$ cat src/design/swc_pkg.sv
package swc_pkg;

  // ==========================================================
  // Sleep modes and sequencer states
  // ==========================================================
  typedef enum logic [1:0] {
    SWC_MODE_STANDBY = 2'h0,
    SWC_MODE_SERIAL = 2'h1,
    SWC_MODE_DEEP = 2'h2
  } swc_mode_type;

  // Gray codes along awake -> halt -> asleep -> power good -> taps
  typedef enum logic [2:0] {
    SWC_AWAKE = 3'h0,
    SWC_HALT = 3'h1,
    SWC_ASLEEP = 3'h3,
    SWC_PGOOD = 3'h2,
    SWC_TAP0 = 3'h6,
    SWC_TAP1 = 3'h7,
    SWC_TAP2 = 3'h5,
    SWC_RESET = 3'h4
  } swc_state_type;

  // ==========================================================
  // Wake sources travel together
  // ==========================================================
  typedef struct packed {
    logic sleepTimer;
    logic gpio;
    logic timer0;
    logic usb;
    logic serial;
    logic lowVoltage;
  } swc_wake_type;

  // ==========================================================
  // Constants
  // ==========================================================
  localparam int SWC_TIMER_WIDTH = 15;
  localparam logic [7:0] SWC_SLEEP_CLEAR_KEY = 8'h38;
  localparam logic [1:0] SWC_PGOOD_SLOW_CYCLES = 2'h3;
  localparam logic [1:0] SWC_WDT_ROLLOVERS = 2'h3;
  localparam logic [6:0] SWC_TAP_RESET = 7'h7f;
  localparam int SWC_CLOCK_MHZ = 20;
  // Tap times in microseconds, index by the 2-bit field
  localparam int SWC_T0_US [4] = '{10, 14, 20, 30};
  localparam int SWC_T1_US [4] = '{3, 4, 5, 10};
  localparam int SWC_T2_US [4] = '{1, 2, 5, 10};
  // Field positions in the tap configuration
  localparam int SWC_TAP_T0_LSB = 0;
  localparam int SWC_TAP_T1_LSB = 2;
  localparam int SWC_TAP_T2_LSB = 4;
  localparam int SWC_TAP_DBL_BIT = 6;
  localparam int SWC_TAP_CNT_WIDTH = 11;

endpackage : swc_pkg

$ cat src/design/swc_sleep_wakeup_controller.sv
// What this block does
// - Sleep request bit enters standby sleep
// - Keepalive or USB adds serial power enable
// - Serial sleep: start, 8-bit address, wake
// - Resleep mid-transfer: serial slave answers NAK
// - Crystal without presence flag stops slow clock
// - Standby wakes on timer, GPIO, timer0, USB
// - Serial adds I2C; deep wakes GPIO, USB
// - Low voltage in buzz starts wakeup from standby sleep only
// - Watchdog in standby: wake, then reset
// - Request release starts tapped wakeup sequence
// - Power good lasts three slow cycles
// - Three main-clock tap intervals time wakeup
// - Fifteen-bit sleep timer, off in deep
// - Debug stop halts the sleep timer
// - Periodic sleep timer interrupt at interval
// - Hardware resets zero the sleep timer
// - Key clears timer; any write clears watchdog
// - Pending interrupt blocks the sleep bit
// - Masks alone wake; pending exits immediately
// - Prefetched instruction runs before service
// - Interrupts before power-down are ignored
// - Three rollovers uncleared cause watchdog reset
// - Halt request, acknowledge, then power-down
`timescale 1ns/10ps

module swc_sleep_wakeup_controller (
  // Clock and reset
  input wire logic clk,
  input wire logic rst,
  // CPU sleep request and configuration
  input wire logic sleepRequestWrite,
  input wire logic serialKeepalive,
  input wire logic usbEnable,
  input wire logic crystalSelect,
  input wire logic crystalPresent,
  input wire logic lowSpeedOscOff,
  input wire logic [6:0] wakeupTapConfig,
  input wire logic [1:0] intervalSelect,
  input wire logic sleepTimerIntEnable,
  input wire logic debugMode,
  input wire logic cpuStop,
  // Watchdog clear register write
  input wire logic watchdogClearWrite,
  input wire logic [7:0] watchdogClearData,
  // Slow clock tick and buzz window
  input wire logic slowTick,
  input wire logic buzzActive,
  // Interrupt requests and masks
  input wire swc_pkg::swc_wake_type irqPending,
  input wire swc_pkg::swc_wake_type irqMask,
  input wire logic irqTakenAtBoundary,
  // Serial slave observation
  input wire logic serialStart,
  input wire logic serialByteDone,
  input wire logic [7:0] serialAddress,
  input wire logic [7:0] serialOwnAddress,
  input wire logic serialBusy,
  // CPU handshake
  input wire logic busHaltAcknowledge,
  output logic busHaltRequest,
  output logic powerDownSignal,
  // Status and control outputs
  output logic sleepBit,
  output logic serialPowerEnable,
  output logic slowClockRun,
  output logic [14:0] sleepTimerCount,
  output logic sleepTimerIrq,
  output logic serialWakeIrq,
  output logic serialNak,
  output logic watchdogResetEvent,
  output logic wakeDone
);

  // ==========================================================
  // Declarations
  // ==========================================================
  swc_pkg::swc_state_type state;
  swc_pkg::swc_mode_type mode;
  logic [1:0] pgoodCount;
  logic [10:0] tapCount;
  logic [1:0] wdtCount;
  logic wdtPending;
  logic wakeNow;
  logic clkEnNeg;
  logic rollover;
  logic intervalTick;
  logic timerRun;
  logic [10:0] tapLimit;
  logic [1:0] tapSelT0;
  logic [1:0] tapSelT1;
  logic [1:0] tapSelT2;
  logic tapDouble;
  logic serialAddrPhase;
  logic [14:0] next_sleepTimerCount;

  // Tap interval in main-clock cycles, doubled when asked
  function automatic logic [10:0] tapCycles(input int us, input logic dbl);
    int c;
    c = us * swc_pkg::SWC_CLOCK_MHZ;
    if (dbl) begin
      c = c * 2;
    end
    return 11'(c - 1);
  endfunction : tapCycles

  // ==========================================================
  // Wake qualification
  // ==========================================================
  // Wake uses per-source masks, the buzz window for low voltage, never the global enable
  always_comb begin
    wakeNow = 1'b0;
    unique case (mode)
      swc_pkg::SWC_MODE_STANDBY: begin
        wakeNow = |{irqPending.sleepTimer & irqMask.sleepTimer,
                    irqPending.gpio & irqMask.gpio,
                    irqPending.timer0 & irqMask.timer0,
                    irqPending.usb & irqMask.usb,
                    irqPending.lowVoltage & buzzActive};
      end
      swc_pkg::SWC_MODE_SERIAL: begin
        wakeNow = |{irqPending.sleepTimer & irqMask.sleepTimer,
                    irqPending.gpio & irqMask.gpio,
                    irqPending.timer0 & irqMask.timer0,
                    irqPending.usb & irqMask.usb,
                    irqPending.serial & irqMask.serial};
      end
      default: begin
        wakeNow = |{irqPending.gpio & irqMask.gpio,
                    irqPending.usb & irqMask.usb};
      end
    endcase
  end

  // Tap selects sliced at the field positions of the configuration
  // A config change mid-sequence moves the limit of the live tap and of the taps after it
  always_comb begin
    tapSelT0 = wakeupTapConfig[swc_pkg::SWC_TAP_T0_LSB +: 2];
    tapSelT1 = wakeupTapConfig[swc_pkg::SWC_TAP_T1_LSB +: 2];
    tapSelT2 = wakeupTapConfig[swc_pkg::SWC_TAP_T2_LSB +: 2];
    tapDouble = wakeupTapConfig[swc_pkg::SWC_TAP_DBL_BIT];
  end

  // Tap limit from the configuration field of the current phase
  always_comb begin
    tapLimit = tapCycles(swc_pkg::SWC_T0_US[tapSelT0], tapDouble);
    if (state == swc_pkg::SWC_TAP1) begin
      tapLimit = tapCycles(swc_pkg::SWC_T1_US[tapSelT1], tapDouble);
    end else if (state == swc_pkg::SWC_TAP2) begin
      tapLimit = tapCycles(swc_pkg::SWC_T2_US[tapSelT2], tapDouble);
    end
  end

  // ==========================================================
  // Sleep entry and wakeup sequencer
  // ==========================================================
  // Half-cycle stand-in: power-down waits one cycle after ack
  always_ff @(posedge clk or posedge rst) begin
    if (rst) begin
      state <= swc_pkg::SWC_AWAKE;
      mode <= swc_pkg::SWC_MODE_STANDBY;
      pgoodCount <= 2'h0;
      tapCount <= 11'h0;
      clkEnNeg <= 1'b0;
    end else begin
      unique case (state)
        swc_pkg::SWC_AWAKE: begin
          // A pending enabled interrupt keeps the bit from setting
          if (sleepRequestWrite && !irqTakenAtBoundary && !wakeNow) begin
            state <= swc_pkg::SWC_HALT;
            clkEnNeg <= 1'b0;
            if (serialKeepalive || usbEnable) begin
              mode <= swc_pkg::SWC_MODE_SERIAL;
            end else if (lowSpeedOscOff && !crystalSelect) begin
              mode <= swc_pkg::SWC_MODE_DEEP;
            end else begin
              mode <= swc_pkg::SWC_MODE_STANDBY;
            end
          end
        end
        swc_pkg::SWC_HALT: begin
          // Interrupts in this window are ignored
          if (busHaltAcknowledge) begin
            clkEnNeg <= 1'b1;
          end
          if (clkEnNeg) begin
            state <= swc_pkg::SWC_ASLEEP;
          end
        end
        swc_pkg::SWC_ASLEEP: begin
          if (wakeNow || wdtPending) begin
            state <= swc_pkg::SWC_PGOOD;
            pgoodCount <= 2'h0;
          end
        end
        swc_pkg::SWC_PGOOD: begin
          if (slowTick) begin
            pgoodCount <= pgoodCount + 2'h1;
            if (pgoodCount == swc_pkg::SWC_PGOOD_SLOW_CYCLES - 2'h1) begin
              state <= swc_pkg::SWC_TAP0;
              tapCount <= 11'h0;
            end
          end
        end
        swc_pkg::SWC_TAP0, swc_pkg::SWC_TAP1: begin
          tapCount <= tapCount + 11'h1;
          if (tapCount == tapLimit) begin
            tapCount <= 11'h0;
            state <= (state == swc_pkg::SWC_TAP0) ? swc_pkg::SWC_TAP1
                                                 : swc_pkg::SWC_TAP2;
          end
        end
        swc_pkg::SWC_TAP2: begin
          tapCount <= tapCount + 11'h1;
          if (tapCount == tapLimit) begin
            // Watchdog reset waits for the full wakeup
            state <= wdtPending ? swc_pkg::SWC_RESET
                                : swc_pkg::SWC_AWAKE;
          end
        end
        swc_pkg::SWC_RESET: begin
          state <= swc_pkg::SWC_AWAKE;
        end
      endcase
    end
  end

  // Handshake and status outputs follow the state
  always_comb begin
    busHaltRequest = (state == swc_pkg::SWC_HALT) ||
                     (state == swc_pkg::SWC_ASLEEP);
    powerDownSignal = (state == swc_pkg::SWC_ASLEEP);
    sleepBit = (state != swc_pkg::SWC_AWAKE) &&
               (state != swc_pkg::SWC_RESET);
    serialPowerEnable = sleepBit && (mode == swc_pkg::SWC_MODE_SERIAL);
    wakeDone = (state == swc_pkg::SWC_AWAKE);
    // Crystal picked with no crystal fitted leaves the slow clock dead
    slowClockRun = !(crystalSelect && !crystalPresent) &&
                   !(powerDownSignal &&
                     mode == swc_pkg::SWC_MODE_DEEP);
  end

  // ==========================================================
  // Serial keepalive address watch
  // ==========================================================
  // Only address phase works in sleep; later bytes are not watched
  always_ff @(posedge clk or posedge rst) begin
    if (rst) begin
      serialAddrPhase <= 1'b0;
      serialWakeIrq <= 1'b0;
      serialNak <= 1'b0;
    end else begin
      serialWakeIrq <= 1'b0;
      if (powerDownSignal && mode == swc_pkg::SWC_MODE_SERIAL) begin
        if (serialStart) begin
          serialAddrPhase <= 1'b1;
        end else if (serialAddrPhase && serialByteDone) begin
          serialAddrPhase <= 1'b0;
          serialWakeIrq <= (serialAddress == serialOwnAddress);
        end
      end
      // Sleeping again mid-transfer disables the slave
      if (state == swc_pkg::SWC_HALT && serialBusy) begin
        serialNak <= 1'b1;
      end else if (serialStart || wakeDone) begin
        serialNak <= 1'b0;
      end
    end
  end

  // ==========================================================
  // Sleep timer
  // ==========================================================
  always_comb begin
    timerRun = slowTick && slowClockRun && !(debugMode && cpuStop);
    next_sleepTimerCount = sleepTimerCount + 15'h1;
  end

  // Interval tick taps bits 5, 8, 11 or 14 of the count
  always_comb begin
    rollover = timerRun && (&sleepTimerCount);
    unique case (intervalSelect)
      2'h0: intervalTick = timerRun && (&sleepTimerCount[5:0]);
      2'h1: intervalTick = timerRun && (&sleepTimerCount[8:0]);
      2'h2: intervalTick = timerRun && (&sleepTimerCount[11:0]);
      2'h3: intervalTick = rollover;
    endcase
  end

  // Count runs awake and asleep, but stops in deep sleep
  always_ff @(posedge clk or posedge rst) begin
    if (rst) begin
      sleepTimerCount <= 15'h0;
    end else if (watchdogResetEvent) begin
      sleepTimerCount <= 15'h0;
    end else if (watchdogClearWrite &&
                 watchdogClearData == swc_pkg::SWC_SLEEP_CLEAR_KEY) begin
      sleepTimerCount <= 15'h0;
    end else if (timerRun) begin
      sleepTimerCount <= next_sleepTimerCount;
    end
  end

  // Periodic interrupt pulse
  always_ff @(posedge clk or posedge rst) begin
    if (rst) begin
      sleepTimerIrq <= 1'b0;
    end else begin
      sleepTimerIrq <= intervalTick && sleepTimerIntEnable;
    end
  end

  // ==========================================================
  // Watchdog
  // ==========================================================
  // Timeout lands two to three full-count rollovers after a lone clear
  always_ff @(posedge clk or posedge rst) begin
    if (rst) begin
      wdtCount <= 2'h0;
      wdtPending <= 1'b0;
      watchdogResetEvent <= 1'b0;
    end else begin
      watchdogResetEvent <= 1'b0;
      if (watchdogClearWrite) begin
        wdtCount <= 2'h0;
      end else if (rollover) begin
        if (wdtCount == swc_pkg::SWC_WDT_ROLLOVERS - 2'h1) begin
          wdtCount <= 2'h0;
          wdtPending <= 1'b1;
        end else begin
          wdtCount <= wdtCount + 2'h1;
        end
      end
      // Asleep the reset is deferred until wakeup has run
      if (wdtPending && (state == swc_pkg::SWC_AWAKE ||
                         state == swc_pkg::SWC_RESET)) begin
        wdtPending <= 1'b0;
        watchdogResetEvent <= 1'b1;
      end
    end
  end

endmodule : swc_sleep_wakeup_controller

$ cat config.mk
export PLATFORM = sky130hd
export DESIGN_NAME = swc_sleep_wakeup_controller
export DESIGN_NICKNAME = d
export VERILOG_FILES = /design/src/design/swc_pkg.sv /design/src/design/swc_sleep_wakeup_controller.sv
export SDC_FILE = /design/constraint.sdc
export NUM_CORES = 1
export LEC_CHECK = 0
export BUFFER_PORTS_ARGS = -buffer_cell sky130_fd_sc_hd__buf_2
export CAP_MARGIN = 20
export CORE_ASPECT_RATIO = 1.4
export CORE_MARGIN = 2
export CORE_UTILIZATION = 40
export CTS_BUF_LIST = sky130_fd_sc_hd__clkbuf_8 sky130_fd_sc_hd__clkbuf_16
export DETAILED_ROUTE_END_ITERATION = 8
export PLACE_DENSITY_LB_ADDON = 0.25
export SYNTH_ARGS = -nofsm -noshare
export SYNTH_HDL_FRONTEND = slang
export SYNTH_SLANG_ARGS = --single-unit
$ cat constraint.sdc
create_clock -name clk -period 4.98 [get_ports clk]
set_input_delay 0.747 -clock clk [delete_from_list [all_inputs] [get_ports clk]]
set_output_delay 0.747 -clock clk [all_outputs]
set_load 0.05 [all_outputs]
## After elaboration in Yosys (flattened, before gate mapping)

Cells that the tools add are included.

- Add/sub/neg operators: 7
- $mul: 3
- Order comparisons: 3
- Equality and inequality tests: 27
- Mux-type cells: 59
- Bitwise gates (word level): 9
- Reduce and logical (&&, ||, !) cells: 61

Operator list:

| operator | count |
|---|---|
| binary-select mux 32 bit (select 2 bit) | 3 |
| 2-to-1 mux 32 bit | 6 |
| 2-to-1 mux 11 bit | 11 |
| multiplier 32 x 4 -> 9 bit, second input constant | 3 |
| 2-to-1 mux 15 bit | 3 |
| one-hot mux 11 bit (3 select lines) | 1 |
| subtractor 11 x 2 -> 11 bit, second input constant | 3 |
| 2-to-1 mux 3 bit | 8 |
| logical AND 1 bit | 21 |
| one-hot mux 3 bit (7 select lines) | 1 |
| 2-to-1 mux 2 bit | 8 |
| adder 15 x 1 -> 15 bit, second input constant | 1 |
| AND reduction 15 bit | 1 |
| 2-to-1 mux 1 bit | 14 |
| nonzero test 2 bit | 7 |
| == test 3 bit, second input constant | 4 |
| AND reduction 12 bit | 1 |
| AND reduction 3 bit | 4 |
| adder 11 x 1 -> 11 bit, second input constant | 1 |
| == test 11 bit | 1 |
| == test 2 bit, second input constant | 5 |
| inequality test 2 bit, second input constant | 5 |
| OR reduction 5 bit | 2 |
| greater-or-equal comparator 3 bit, second input constant | 3 |
| other kinds (23) | 52 |

- Register bits: 42
- Bits of input ports: 64
- Output and inout bits: 25
- Logic and storage cells: 182

## Logic depth before layout (Yosys ltp)

Gate-level depths: netlist of run 1.

- Depth after elaboration: 14
- Depth in mapped cells: 15
- Gate-level depth less buffers: 14

## Worst setup path before layout of run 1

OpenSTA, ideal clock, no wires.

- Path kind: in2reg
- From: in wakeupTapConfig[6]
- To: reg tapCount[10]
- Library setup time: 149 ps
- Arrival: 3913 ps
- Data required time: 4831 ps
- Path slack: 918 ps
- Stages on the path: 14
- Path buffers: 3
- Cells stage by stage: clkbuf_1 clkbuf_1 buf_1 mux2_2 ha_1 nand3_1 a21oi_1 a32oi_1 o22ai_1 or4_1 a311oi_2 nand4_2 nor3_4 nor3_1

- Word-level cells in the longest chain between the ends: 9
- Elaborated cells between the ends (all ways): 14
- Classes of those cells: 3 x add/sub; 1 x eq/ne; 10 x mux

RTL lines:

| element | RTL line | text |
|---|---|---|
| from (decl) | swc_sleep_wakeup_controller.sv:38 | `input wire logic [6:0] wakeupTapConfig,` |
| 2-to-1 mux 11 bit | swc_sleep_wakeup_controller.sv:101 | `if (dbl) begin` |
| 2-to-1 mux 11 bit | swc_sleep_wakeup_controller.sv:149 | `end else if (state == swc_pkg::SWC_TAP2) begin` |
| 2-to-1 mux 11 bit | swc_sleep_wakeup_controller.sv:147 | `if (state == swc_pkg::SWC_TAP1) begin` |
| subtractor 11 x 2 -> 11 bit | swc_sleep_wakeup_controller.sv:104 | `return 11'(c - 1);` |
| 2-to-1 mux 11 bit | swc_sleep_wakeup_controller.sv:149 |  |
| 2-to-1 mux 11 bit (*) | swc_sleep_wakeup_controller.sv:147 |  |
| == test 11 bit (*) | swc_sleep_wakeup_controller.sv:207 | `if (tapCount == tapLimit) begin` |
| 2-to-1 mux 11 bit (*) | swc_sleep_wakeup_controller.sv:207 |  |
| one-hot mux 11 bit (3 select lines) (*) | swc_sleep_wakeup_controller.sv:166 | `unique case (state)` |
| to (signal assigned) | swc_sleep_wakeup_controller.sv:206 | `tapCount <= tapCount + 11'h1;` |
| to (signal assigned) | swc_sleep_wakeup_controller.sv:214 | `tapCount <= tapCount + 11'h1;` |
| to (decl) | swc_sleep_wakeup_controller.sv:81 | `logic [10:0] tapCount;` |

Every way passes the cells marked *; elsewhere a longest branch is shown, timed or not. The select of a mux whose other input is x is not followed.
A chain may end at the register's enable or synchronous reset.

## Worst setup path after layout of run 1

- From: in wakeupTapConfig[2]
- To: reg tapCount[2]

- Word-level cells in the longest chain between the ends: 12

RTL lines:

| element | RTL line | text |
|---|---|---|
| NOT 2 -> 3 bit (implied by the code) | swc_sleep_wakeup_controller.sv:148 | `tapLimit = tapCycles(swc_pkg::SWC_T1_US[tapSelT1], tapDouble);` |
| binary-select mux 32 bit (select 2 bit) | swc_sleep_wakeup_controller.sv:148 |  |
| 2-to-1 mux 32 bit (implied by the code) (2 in a row) | swc_sleep_wakeup_controller.sv:148 |  |
| multiplier 32 x 4 -> 9 bit | swc_sleep_wakeup_controller.sv:100 | `c = us * swc_pkg::SWC_CLOCK_MHZ;` |
| 2-to-1 mux 11 bit | swc_sleep_wakeup_controller.sv:101 |  |
| 2-to-1 mux 11 bit | swc_sleep_wakeup_controller.sv:147 |  |
| subtractor 11 x 2 -> 11 bit | swc_sleep_wakeup_controller.sv:104 |  |
| 2-to-1 mux 11 bit | swc_sleep_wakeup_controller.sv:147 |  |
| == test 11 bit | swc_sleep_wakeup_controller.sv:207 |  |
| 2-to-1 mux 11 bit | swc_sleep_wakeup_controller.sv:207 |  |
| one-hot mux 11 bit (3 select lines) | swc_sleep_wakeup_controller.sv:166 |  |

No other way between the ends. The select of a mux whose other input is x is not followed.

==> results of run 1 <==
-- cell families after synthesis --
kind of cell             Yosys count  share of synthesized area
AO/OA/AOI/OAI                     77                      0.142
AND/OR/NAND/NOR                  185                      0.278
multiplexers                      13                     0.0408
XOR/XNOR                          42                      0.102
adder cells (fa/ha/maj)           27                     0.0933
flip-flops                        42                      0.290
buffers and inverters             46                     0.0536
-- layer usage --
| metal | wire [um] | global-route usage | up-vias | part of all wire |
|---|---|---|---|---|
| li1 | - | - | 1708 | - |
| met4 | 160 | 0.0635 | 0 | 0.018 |
| met2 | 4780 | 0.335 | 73 | 0.54 |
| met3 | 322 | 0.0240 | 14 | 0.036 |
| met5 | 0 | 0 | - | 0 |
| met1 | 3600 | 0.202 | 1618 | 0.41 |
-- power by group --
group / internal [W] / switching, W
Sequential: 0.000410 / 0.0000930
Clock: 0.000301 / 0.000132
Combinational: 0.000211 / 0.000414
-- worst register-to-register path, cell delays in order, from the launching register on --
cell	delay, ns
sky130_fd_sc_hd__dfrtp_1	0.64
sky130_fd_sc_hd__nand3b_1	0.44
sky130_fd_sc_hd__o21ai_0	0.30
sky130_fd_sc_hd__ha_1	0.28
sky130_fd_sc_hd__or4b_1	0.51
sky130_fd_sc_hd__nand2_1	0.12
sky130_fd_sc_hd__and4_1	0.25
sky130_fd_sc_hd__a21oi_1	0.10
sky130_fd_sc_hd__a311oi_2	0.26
sky130_fd_sc_hd__nand4_2	0.24
sky130_fd_sc_hd__nor3_4	0.44
sky130_fd_sc_hd__nor3_1	0.10
-- synth_stat cells, drive strengths merged (4+ instances only) --
master / number
mux2: 4
and2: 4
nor4: 5
a21oi: 21
ha: 27
a32oi: 4
inv: 25
clkbuf: 14
xor2: 21
o31ai: 4
nand2: 32
a31oi: 7
or3: 5
nor3b: 6
nor2: 33
dfrtp: 42
nor3: 22
o22ai: 4
xnor2: 21
nand2b: 7
mux2i: 8
nand3: 27
buf: 7
and3: 10
nand4: 10
o21ai: 12
-- metrics by stage --
step / instance area (um2) / hold WS (ns) / std cells
after floorplan: 3620 / 0.451 / 432
after global placement: 4120 / 0.461 / 609
after detailed placement: 4120 / 0.483 / 609
after CTS: 4320 / 0.492 / 617
after global routing: 4320 / 0.511 / 617
final: 4320 / 0.489 / 617
-- how the worst max path moves through the flow --
| stage | cells past startpoint | slack, ns | start | to |
|---|---|---|---|---|
| floorplan | 14 | 0.92 | wakeupTapConfig[6] | tapCount[10]$_DFFE_PP0P_ |
| global placement | 14 | 0.76 | wakeupTapConfig[2] | tapCount[9]$_DFFE_PP0P_ |
| detailed placement | 14 | 0.68 | wakeupTapConfig[2] | tapCount[3]$_DFFE_PP0P_ |
| CTS | 14 | 1.0 | wakeupTapConfig[2] | tapCount[9]$_DFFE_PP0P_ |
| global route | 14 | 0.71 | wakeupTapConfig[2] | tapCount[5]$_DFFE_PP0P_ |
| finish | 14 | 0.97 | wakeupTapConfig[2] | tapCount[2]$_DFFE_PP0P_ |
-- final cells by class --
type	instances	area, um2
clock buffer	6	139
clock inverter	2	60.1
fill	904	4610
inverter	25	93.8
multi-input combinational	344	2380
sequential	42	1050
tap	107	134
timing repair buffer	91	465
-- sequential cells by signal, summed over array words and instances (netlist names), named ones only --
register / cells
watchdogResetEvent: 1
sleepTimerIrq: 1
state: 2
mode: 2
serialWakeIrq: 1
serialNak: 1
sleepTimerCount: 15
wdtPending: 1
clkEnNeg: 1
serialAddrPhase: 1
pgoodCount: 2
tapCount: 11
wdtCount: 2
==> impl_metrics.ini, run 1 <==
[timing]
setup_tns_ns = 0
hold_viol = 0
report.final.setup_viol = 0
tightest_slew_ns = 0.757
timing.final.ws_setup_ns = 0.965
timing.final.crit_share = 0.806
period_minus_slack_ns = 4.01
max_slew_margin = 0.495
rsz0062_at_grt = false
max_freq_ghz = 0.249
maxSlewViolCount = 0
timing.clock.skew_ns = 0.00344

[worst_setup_path]
crit_family = simple AND/OR/NAND/NOR gates
worst-path-max-fanout = 13
cpMaxStageDelayCell = sky130_fd_sc_hd__or4_1
crit_top_cell = sky130_fd_sc_hd__ha_1
critical_path.max_stage_delay_ns = 0.53
rr_worst_depth = 11
worst_ep_arrival_time_ns = 4.15
critical_path.endpoint_type = flop
rr_startpoint = state[0]$_DFFE_PP0P_
rr_endpoint = tapCount[2]$_DFFE_PP0P_
worst_setup_path_start_kind = input pin
critPathBufInv = 2
reg2reg_slack_ns = 1.16
path_cells = buf_2 > inv_1 > ha_1 > mux2_2 > ha_1 > nand3_1 > a21oi_1 > a32oi_1 > o22ai_1 > or4_1 > a311oi_2 > nand4_2 > nor3_4 > nor3_1
timing.critical_path.required_ns = 5.11
crit_type = input pin to flop

[die]
fp-row-count = 41
chipHeight_um = 117
die_area_mm2 = 0.00984
boundaryPins = 89
initial_core_util = 0.406
die_w_um = 84.4
fp.coreArea_mm2 = 0.00893

[drt]
drt-wirelength-per-cell_um = 14.4
viasPerCell = 5.53
routed-via-count = 3413
initialDrtViolationCount = 144
antenna_left = 0
total_wire_length_after_detailed_routing_mm = 8.86
drt_first_pass_iters = 4
drt_drc_violations_left = 0

[cts]
htree_levels = 2
cts_repair_resize_count = 0
cts.clk_slew.worst_paths_ns = 0.06
setup_buffers_after_cts = 0
tritoncts = yes
number_of_buffers_inserted_during_clock_tree_synthesis = 5
worst_skew_pair.late_latency_ns = 0.28
cts.hold.buffers_added = 0
root_buffer = sky130_fd_sc_hd__clkbuf_16
clkSinkCount = 42
clock_path_buffers = 2

[logic_synthesis]
synthesis.instances = 432
average_cell_area_after_synthesis_um2 = 8.38
syn-num-nets = 523
yosysUniqueCellTypes = 62
ys_async_sr_fraction = 1.00
synth_area_mm2 = 0.00362
post-synth-top-area-cell = sky130_fd_sc_hd__dfrtp_1
yosys_warnings = 0
ys_top_cells_by_area = sky130_fd_sc_hd__dfrtp_1, sky130_fd_sc_hd__ha_1, sky130_fd_sc_hd__xnor2_1
post_synthesis_register_bit_count = 42
synth_seq_area_share = 0.290
synth_enable_flop_cells = 0
synth.top_cell.area_share = 0.290
ys_dominant_reg_cell = sky130_fd_sc_hd__dfrtp_1

[worst_hold_path]
hold-path-endpoint = pgoodCount[0]$_DFFE_PP0P_
hold_depth = 1
worstHoldPathType = flop to flop
hold_path_origin = pgoodCount[0]$_DFFE_PP0P_

[grt]
grt_first_pass_wirelength_mm = 14.2
grt_antenna_before_repair = 0
grt.total_usage = 0.177
maximum_number_of_pins_on_one_net_before_global_route_repair = 43
grt_pass1_vias = 3067
grt_remaining_overflow = 0

[placed_design]
placement.setup.worst_slack_ns = 0.681
gp_congestion = 0.796
dp.final_hpwl_mm = 6.85
numPortBuffers = 87

[layout]
design.final.nets = 600
layout-drive-gt1-share = 0.224
final_cell_mix = sky130_fd_sc_hd__buf_2, sky130_fd_sc_hd__dfrtp_1, sky130_fd_sc_hd__nor2_1
layout_commonest_cell = sky130_fd_sc_hd__buf_2
flow.area_growth_from_synthesis_pct = 19.3
final_design_utilization = 0.484
antenna_cells_inserted = 0

[flow_run]
drv_cap = 0

[power]
total_leakage_power_nw = 2.06
irDropWorstVdd_v = 0.000365
total_chip_power_w = 0.00156
pd_cells_mw_per_mm2 = 361

[status]
outcome = finished clean
(Power assumes the default switching activity.)
==> run 2: changes to the inputs <==
- clock period: 4.98 -> 3.8 ns (I/O delays scaled with it)
==> impl_metrics.ini, run 2 (synthesis results as in run 1) <==
[grt]
grt_pass1_vias = 3380
grt.total_usage = 0.185
maximum_number_of_pins_on_one_net_before_global_route_repair = 43
grt_remaining_overflow = 0
grt_first_pass_wirelength_mm = 15.0
grt_antenna_before_repair = 0

[drt]
drt_drc_violations_left = 0
drt-wirelength-per-cell_um = 14.3
initialDrtViolationCount = 135
antenna_left = 0
total_wire_length_after_detailed_routing_mm = 9.09
routed-via-count = 3496
drt_first_pass_iters = 4
viasPerCell = 5.51

[cts]
setup_buffers_after_cts = 0
htree_levels = 2
clkSinkCount = 42
clock_path_buffers = 2
cts_repair_resize_count = 0
number_of_buffers_inserted_during_clock_tree_synthesis = 5
tritoncts = yes
root_buffer = sky130_fd_sc_hd__clkbuf_16
worst_skew_pair.late_latency_ns = 0.28
cts.hold.buffers_added = 0
cts.clk_slew.worst_paths_ns = 0.06

[die]
die_area_mm2 = 0.00984
fp.coreArea_mm2 = 0.00893
boundaryPins = 89
chipHeight_um = 117
die_w_um = 84.4
fp-row-count = 41
initial_core_util = 0.406

[layout]
final_cell_mix = sky130_fd_sc_hd__buf_2, sky130_fd_sc_hd__dfrtp_1, sky130_fd_sc_hd__nor2_1
design.final.nets = 618
max_flop_register = sleepTimerCount
final-instance-count-excl-fill = 635
layout-drive-gt1-share = 0.246
layout_commonest_cell = sky130_fd_sc_hd__buf_2
flow.area_growth_from_synthesis_pct = 22.0
final_cell_area_mm2 = 0.00442
antenna_cells_inserted = 0
largestRegisters = sleepTimerCount: 15 flops, tapCount: 11 flops
largest_register_ff_count = 15

[worst_hold_path]
worstHoldPathType = input pin to async pin

[timing]
period_minus_slack_ns = 3.38
max_slew_margin = 0.486
timing.final.crit_share = 0.890
rsz0062_at_grt = false
maxSlewViolCount = 0
max_freq_ghz = 0.296
report.final.setup_viol = 0
hold_viol = 0
setup_tns_ns = 0
timing.clock.skew_ns = 0.00158
tightest_slew_ns = 0.771

[worst_setup_path]
worst_ep_arrival_time_ns = 3.51
critical_path.endpoint_type = flop
worst-path-max-fanout = 6
startpoint = wakeupTapConfig[2]
timing.critical_path.required_ns = 3.92
worst_setup_path_start_kind = input pin
crit_type = input pin to flop

[flow_run]
drv_cap = 0

[placed_design]
numPortBuffers = 87
dpl-instance-area_mm2 = 0.00426
gp_congestion = 0.814
placed_cells_incl_taps = 627
dp.final_hpwl_mm = 7.20

[power]
total_leakage_power_nw = 2.14
pd_cells_mw_per_mm2 = 449
irDropWorstVdd_v = 0.000526

[status]
outcome = finished clean
[run 2: cell types whose count changed in the layout (fill, tap and decap cells not counted), sizes merged]
cell and delta:
buf +18, inv +2, bufinv -1, clkbuf -1
[run 2: area by class of cell]
type	instances	area [um2]
clock inverter	3	37.5
inverter	25	93.8
sequential	42	1050
fill	903	4510
multi-input combinational	344	2380
clock buffer	5	125
timing repair buffer	109	601
tap	107	134
[run 2: power breakdown]
group / internal (W) / switching, W / leakage (nW)
clock: 0.000305 / 0.000163 / 0.0864
combinational: 0.000300 / 0.000576 / 1.50
sequential: 0.000538 / 0.000102 / 0.558
total: 0.00114 / 0.000840 / 2.14
[run 2: worst paths after layout]
check / slack, ns / end / cells after the start
max in group asynchronous: 3.00 / tapCount[5]$_DFFE_PP0P_ / 3
max reg2reg: 0.54 / tapCount[5]$_DFFE_PP0P_ / 12
min: 0.42 / serialNak$_DFFE_PP0P_ / 3
min reg2reg: 0.47 / pgoodCount[0]$_DFFE_PP0P_ / 1
min in group clk: 0.47 / pgoodCount[0]$_DFFE_PP0P_ / 1
max: 0.42 / tapCount[5]$_DFFE_PP0P_ / 15
[run 2: stage by stage]
step	utilization	hold WS, ns	worst slack, ns	total power [W]
after global placement	0.477	0.462	0.160	0.00151
after detailed placement	0.477	0.470	0.109	0.00152
after CTS	0.495	0.444	0.396	0.00200
final	0.495	0.422	0.418	0.00198
after floorplan	-	0.451	0.000782	0.00129
after global routing	0.495	0.480	0.111	0.00211
[run 2: critical path: stages]
cell	delay, ns
sky130_fd_sc_hd__buf_2	0.10
sky130_fd_sc_hd__inv_1	0.16
sky130_fd_sc_hd__ha_1	0.27
sky130_fd_sc_hd__mux2_2	0.26
sky130_fd_sc_hd__ha_1	0.22
sky130_fd_sc_hd__nand3_1	0.08
sky130_fd_sc_hd__a21oi_1	0.06
sky130_fd_sc_hd__a32oi_1	0.22
sky130_fd_sc_hd__o22ai_1	0.11
sky130_fd_sc_hd__or4_1	0.53
sky130_fd_sc_hd__a311oi_2	0.23
sky130_fd_sc_hd__nand4_2	0.23
sky130_fd_sc_hd__nor3_4	0.23
sky130_fd_sc_hd__buf_4	0.17
sky130_fd_sc_hd__nor3_1	0.05
[run 2: per-layer routing]
layer / part of all wire / track usage / up-vias
li1: - / - / 1744
met1: 0.41 / 0.209 / 1677
met2: 0.54 / 0.355 / 61
met3: 0.029 / 0.0198 / 14
met4: 0.023 / 0.0688 / 0
met5: 0 / 0 / -
==> run 3: changes to the inputs <==
- CORE_UTILIZATION: 40 -> 55
- clock period: 3.8 -> 3.2 ns (I/O delays scaled with it)
==> impl_metrics.ini, run 3 (synthesis results as in run 1) <==
[power]
switching_power_w = 0.00100
power.combinational.fraction = 0.506
power_switching_share = 0.452
total_leakage_power_nw = 2.26
internal_power_w = 0.00122
irDropWorstVdd_v = 0.000242
p_seq_frac = 0.336
pwr-share-clk = 0.158
pd_cells_mw_per_mm2 = 476

[grt]
grt_first_pass_wirelength_mm = 14.9
maximum_number_of_pins_on_one_net_before_global_route_repair = 27
grt_antenna_before_repair = 0
grt_pass1_vias = 3453
grt_remaining_overflow = 0
grt.total_usage = 0.254

[worst_setup_path]
worst-path-max-fanout = 5
worst_setup_path_start_kind = input pin
cpMaxStageDelayCell = sky130_fd_sc_hd__or4_4
path_cells = buf_4 > clkinvlp_4 > ha_4 > mux2_4 > ha_4 > mux2i_2 > xnor2_1 > nand3_1 > or4_4 > a311oi_2 > nand4_2 > buf_6 > or3_1 > nand3_1
critical_path.max_stage_delay_ns = 0.49
worst_ep_arrival_time_ns = 3.29
crit_type = input pin to flop
timing.critical_path.required_ns = 3.43
crit_family = simple AND/OR/NAND/NOR gates
critPathBufInv = 3
critical_path.endpoint_type = flop

[drt]
initialDrtViolationCount = 174
routed-via-count = 3657
viasPerCell = 5.77
antenna_left = 0
drt-wirelength-per-cell_um = 14.4
drt_drc_violations_left = 0
drt_first_pass_iters = 4
total_wire_length_after_detailed_routing_mm = 9.15

[layout]
layout_commonest_cell = sky130_fd_sc_hd__buf_2
design.final.nets = 650
final_cell_area_mm2 = 0.00467
largest_register_ff_count = 15
flow.area_growth_from_synthesis_pct = 29.0
max_flop_register = sleepTimerCount
layout-drive-gt1-share = 0.330
largestRegisters = sleepTimerCount: 15 flops, tapCount: 11 flops
final_design_utilization = 0.721
final_cell_mix = sky130_fd_sc_hd__buf_2, sky130_fd_sc_hd__buf_4, sky130_fd_sc_hd__dfrtp_1
num-fill-cells = 554
antenna_cells_inserted = 0

[die]
fp.coreArea_mm2 = 0.00648
chipHeight_um = 100
initial_core_util = 0.559
die_area_mm2 = 0.00726
die_w_um = 72.6
boundaryPins = 89
fp-row-count = 35

[timing]
max_slew_margin = 0.376
hold_viol = 0
maxSlewViolCount = 0
period_minus_slack_ns = 3.06
tightest_slew_ns = 0.934
timing.final.ws_setup_ns = 0.139
max_freq_ghz = 0.327
timing.final.crit_share = 0.957
timing.clock.skew_ns = 0.0109
report.final.setup_viol = 0

[status]
outcome = finished clean

[cts]
worst_skew_pair.late_latency_ns = 0.29
root_buffer = sky130_fd_sc_hd__clkbuf_8
clkSinkCount = 42
tritoncts = yes
number_of_buffers_inserted_during_clock_tree_synthesis = 5
clock_path_buffers = 2
cts.clk_slew.worst_paths_ns = 0.08
htree_levels = 2

[placed_design]
dpl-instance-area_mm2 = 0.00450
numPortBuffers = 87
dp.final_hpwl_mm = 7.39
placement.setup.worst_slack_ns = -0.288
gp_congestion = 0.831

[flow_run]
drv_cap = 0

[worst_hold_path]
worstHoldPathType = input pin to async pin
==> run 3: cell types whose count changed in the layout (fill, tap and decap cells not counted), sizes merged <==
cell / delta
buf: +32
bufinv: -1
clkbuf: +1
clkinv: +1
clkinvlp: +1
inv: -2
==> run 3: final timing paths <==
| check | from | end | slack, ns | cells past startpoint |
|---|---|---|---|---|
| max | wakeupTapConfig[2] | state[0]$_DFFE_PP0P_ | 0.14 | 14 |
| min | rst | mode[0]$_DFFE_PP0P_ | 0.38 | 2 |
| max reg2reg | flop | state[0]$_DFFE_PP0P_ | 0.16 | 12 |
| min reg2reg | pgoodCount[0]$_DFFE_PP0P_ | pgoodCount[0]$_DFFE_PP0P_ | 0.48 | 1 |
| max in group asynchronous | rst | sleepTimerCount[9]$_DFFE_PP0P_ | 2.13 | 3 |
| min in group clk | watchdogClearWrite | wdtCount[0]$_DFFE_PP0P_ | 0.39 | 2 |
==> run 3: timing repair <==
action | in CTS | in global routing
buffers inserted | 0 | 4
hold endpoints to repair | 0 | 0
hold buffers | 0 | 0
gates resized for setup | 0 | 17
setup endpoints to repair | 0 | 13
==> run 3: stage by stage <==
step / TNS [ns] / cells / hold slack (ns) / total power [W]
after global routing: -0.0474 / 634 / 0.379 / 0.00236
after global placement: -2.37 / 622 / 0.460 / 0.00182
final: 0 / 634 / 0.381 / 0.00222
after floorplan: -0.905 / 432 / 0.451 / 0.00155
after CTS: 0 / 630 / 0.380 / 0.00220
after detailed placement: -3.42 / 622 / 0.470 / 0.00186
==> run 3: layout make-up <==
class | instances | area, um2 | area share
sequential | 42 | 1050 | 0.225
clock inverter | 2 | 8.76 | 0.00187
multi-input combinational | 344 | 2490 | 0.532
tap | 74 | 92.6 | 0.0198
timing repair buffer | 141 | 851 | 0.182
inverter | 25 | 97.6 | 0.0209
clock buffer | 6 | 82.6 | 0.0177
==> run 3: routing by layer <==
layer,GRT usage,up-vias,share of wire
met2,0.499,85,0.56
met3,0.0171,15,0.028
li1,-,1807,-
met4,0.0969,0,0.025
met5,0,-,0
met1,0.274,1750,0.39
==> run 3: power groups by stage <==
stage | combinational (W) | sequential, W | clock [W]
5_1_grt | 0.00122 | 0.000765 | 0.000381
3_3_place_gp | 0.00107 | 0.000753 | 0
3_5_place_dp | 0.00110 | 0.000759 | 0
2_1_floorplan | 0.000679 | 0.000873 | 0
4_1_cts | 0.00110 | 0.000749 | 0.000353
6_report | 0.00112 | 0.000746 | 0.000352
==> run 3: worst register-to-register path, stage by stage (launching register included) <==
cell and delay, ns:
sky130_fd_sc_hd__dfrtp_2 0.42, sky130_fd_sc_hd__nand3b_1 0.22, sky130_fd_sc_hd__o21ai_1 0.17, sky130_fd_sc_hd__ha_2 0.23, sky130_fd_sc_hd__or4b_1 0.51, sky130_fd_sc_hd__nand2_1 0.12, sky130_fd_sc_hd__and4_4 0.23, sky130_fd_sc_hd__a21oi_1 0.08
sky130_fd_sc_hd__a311oi_2 0.26, sky130_fd_sc_hd__nand4_2 0.18, sky130_fd_sc_hd__buf_6 0.17, sky130_fd_sc_hd__or3_1 0.30, sky130_fd_sc_hd__nand3_1 0.07
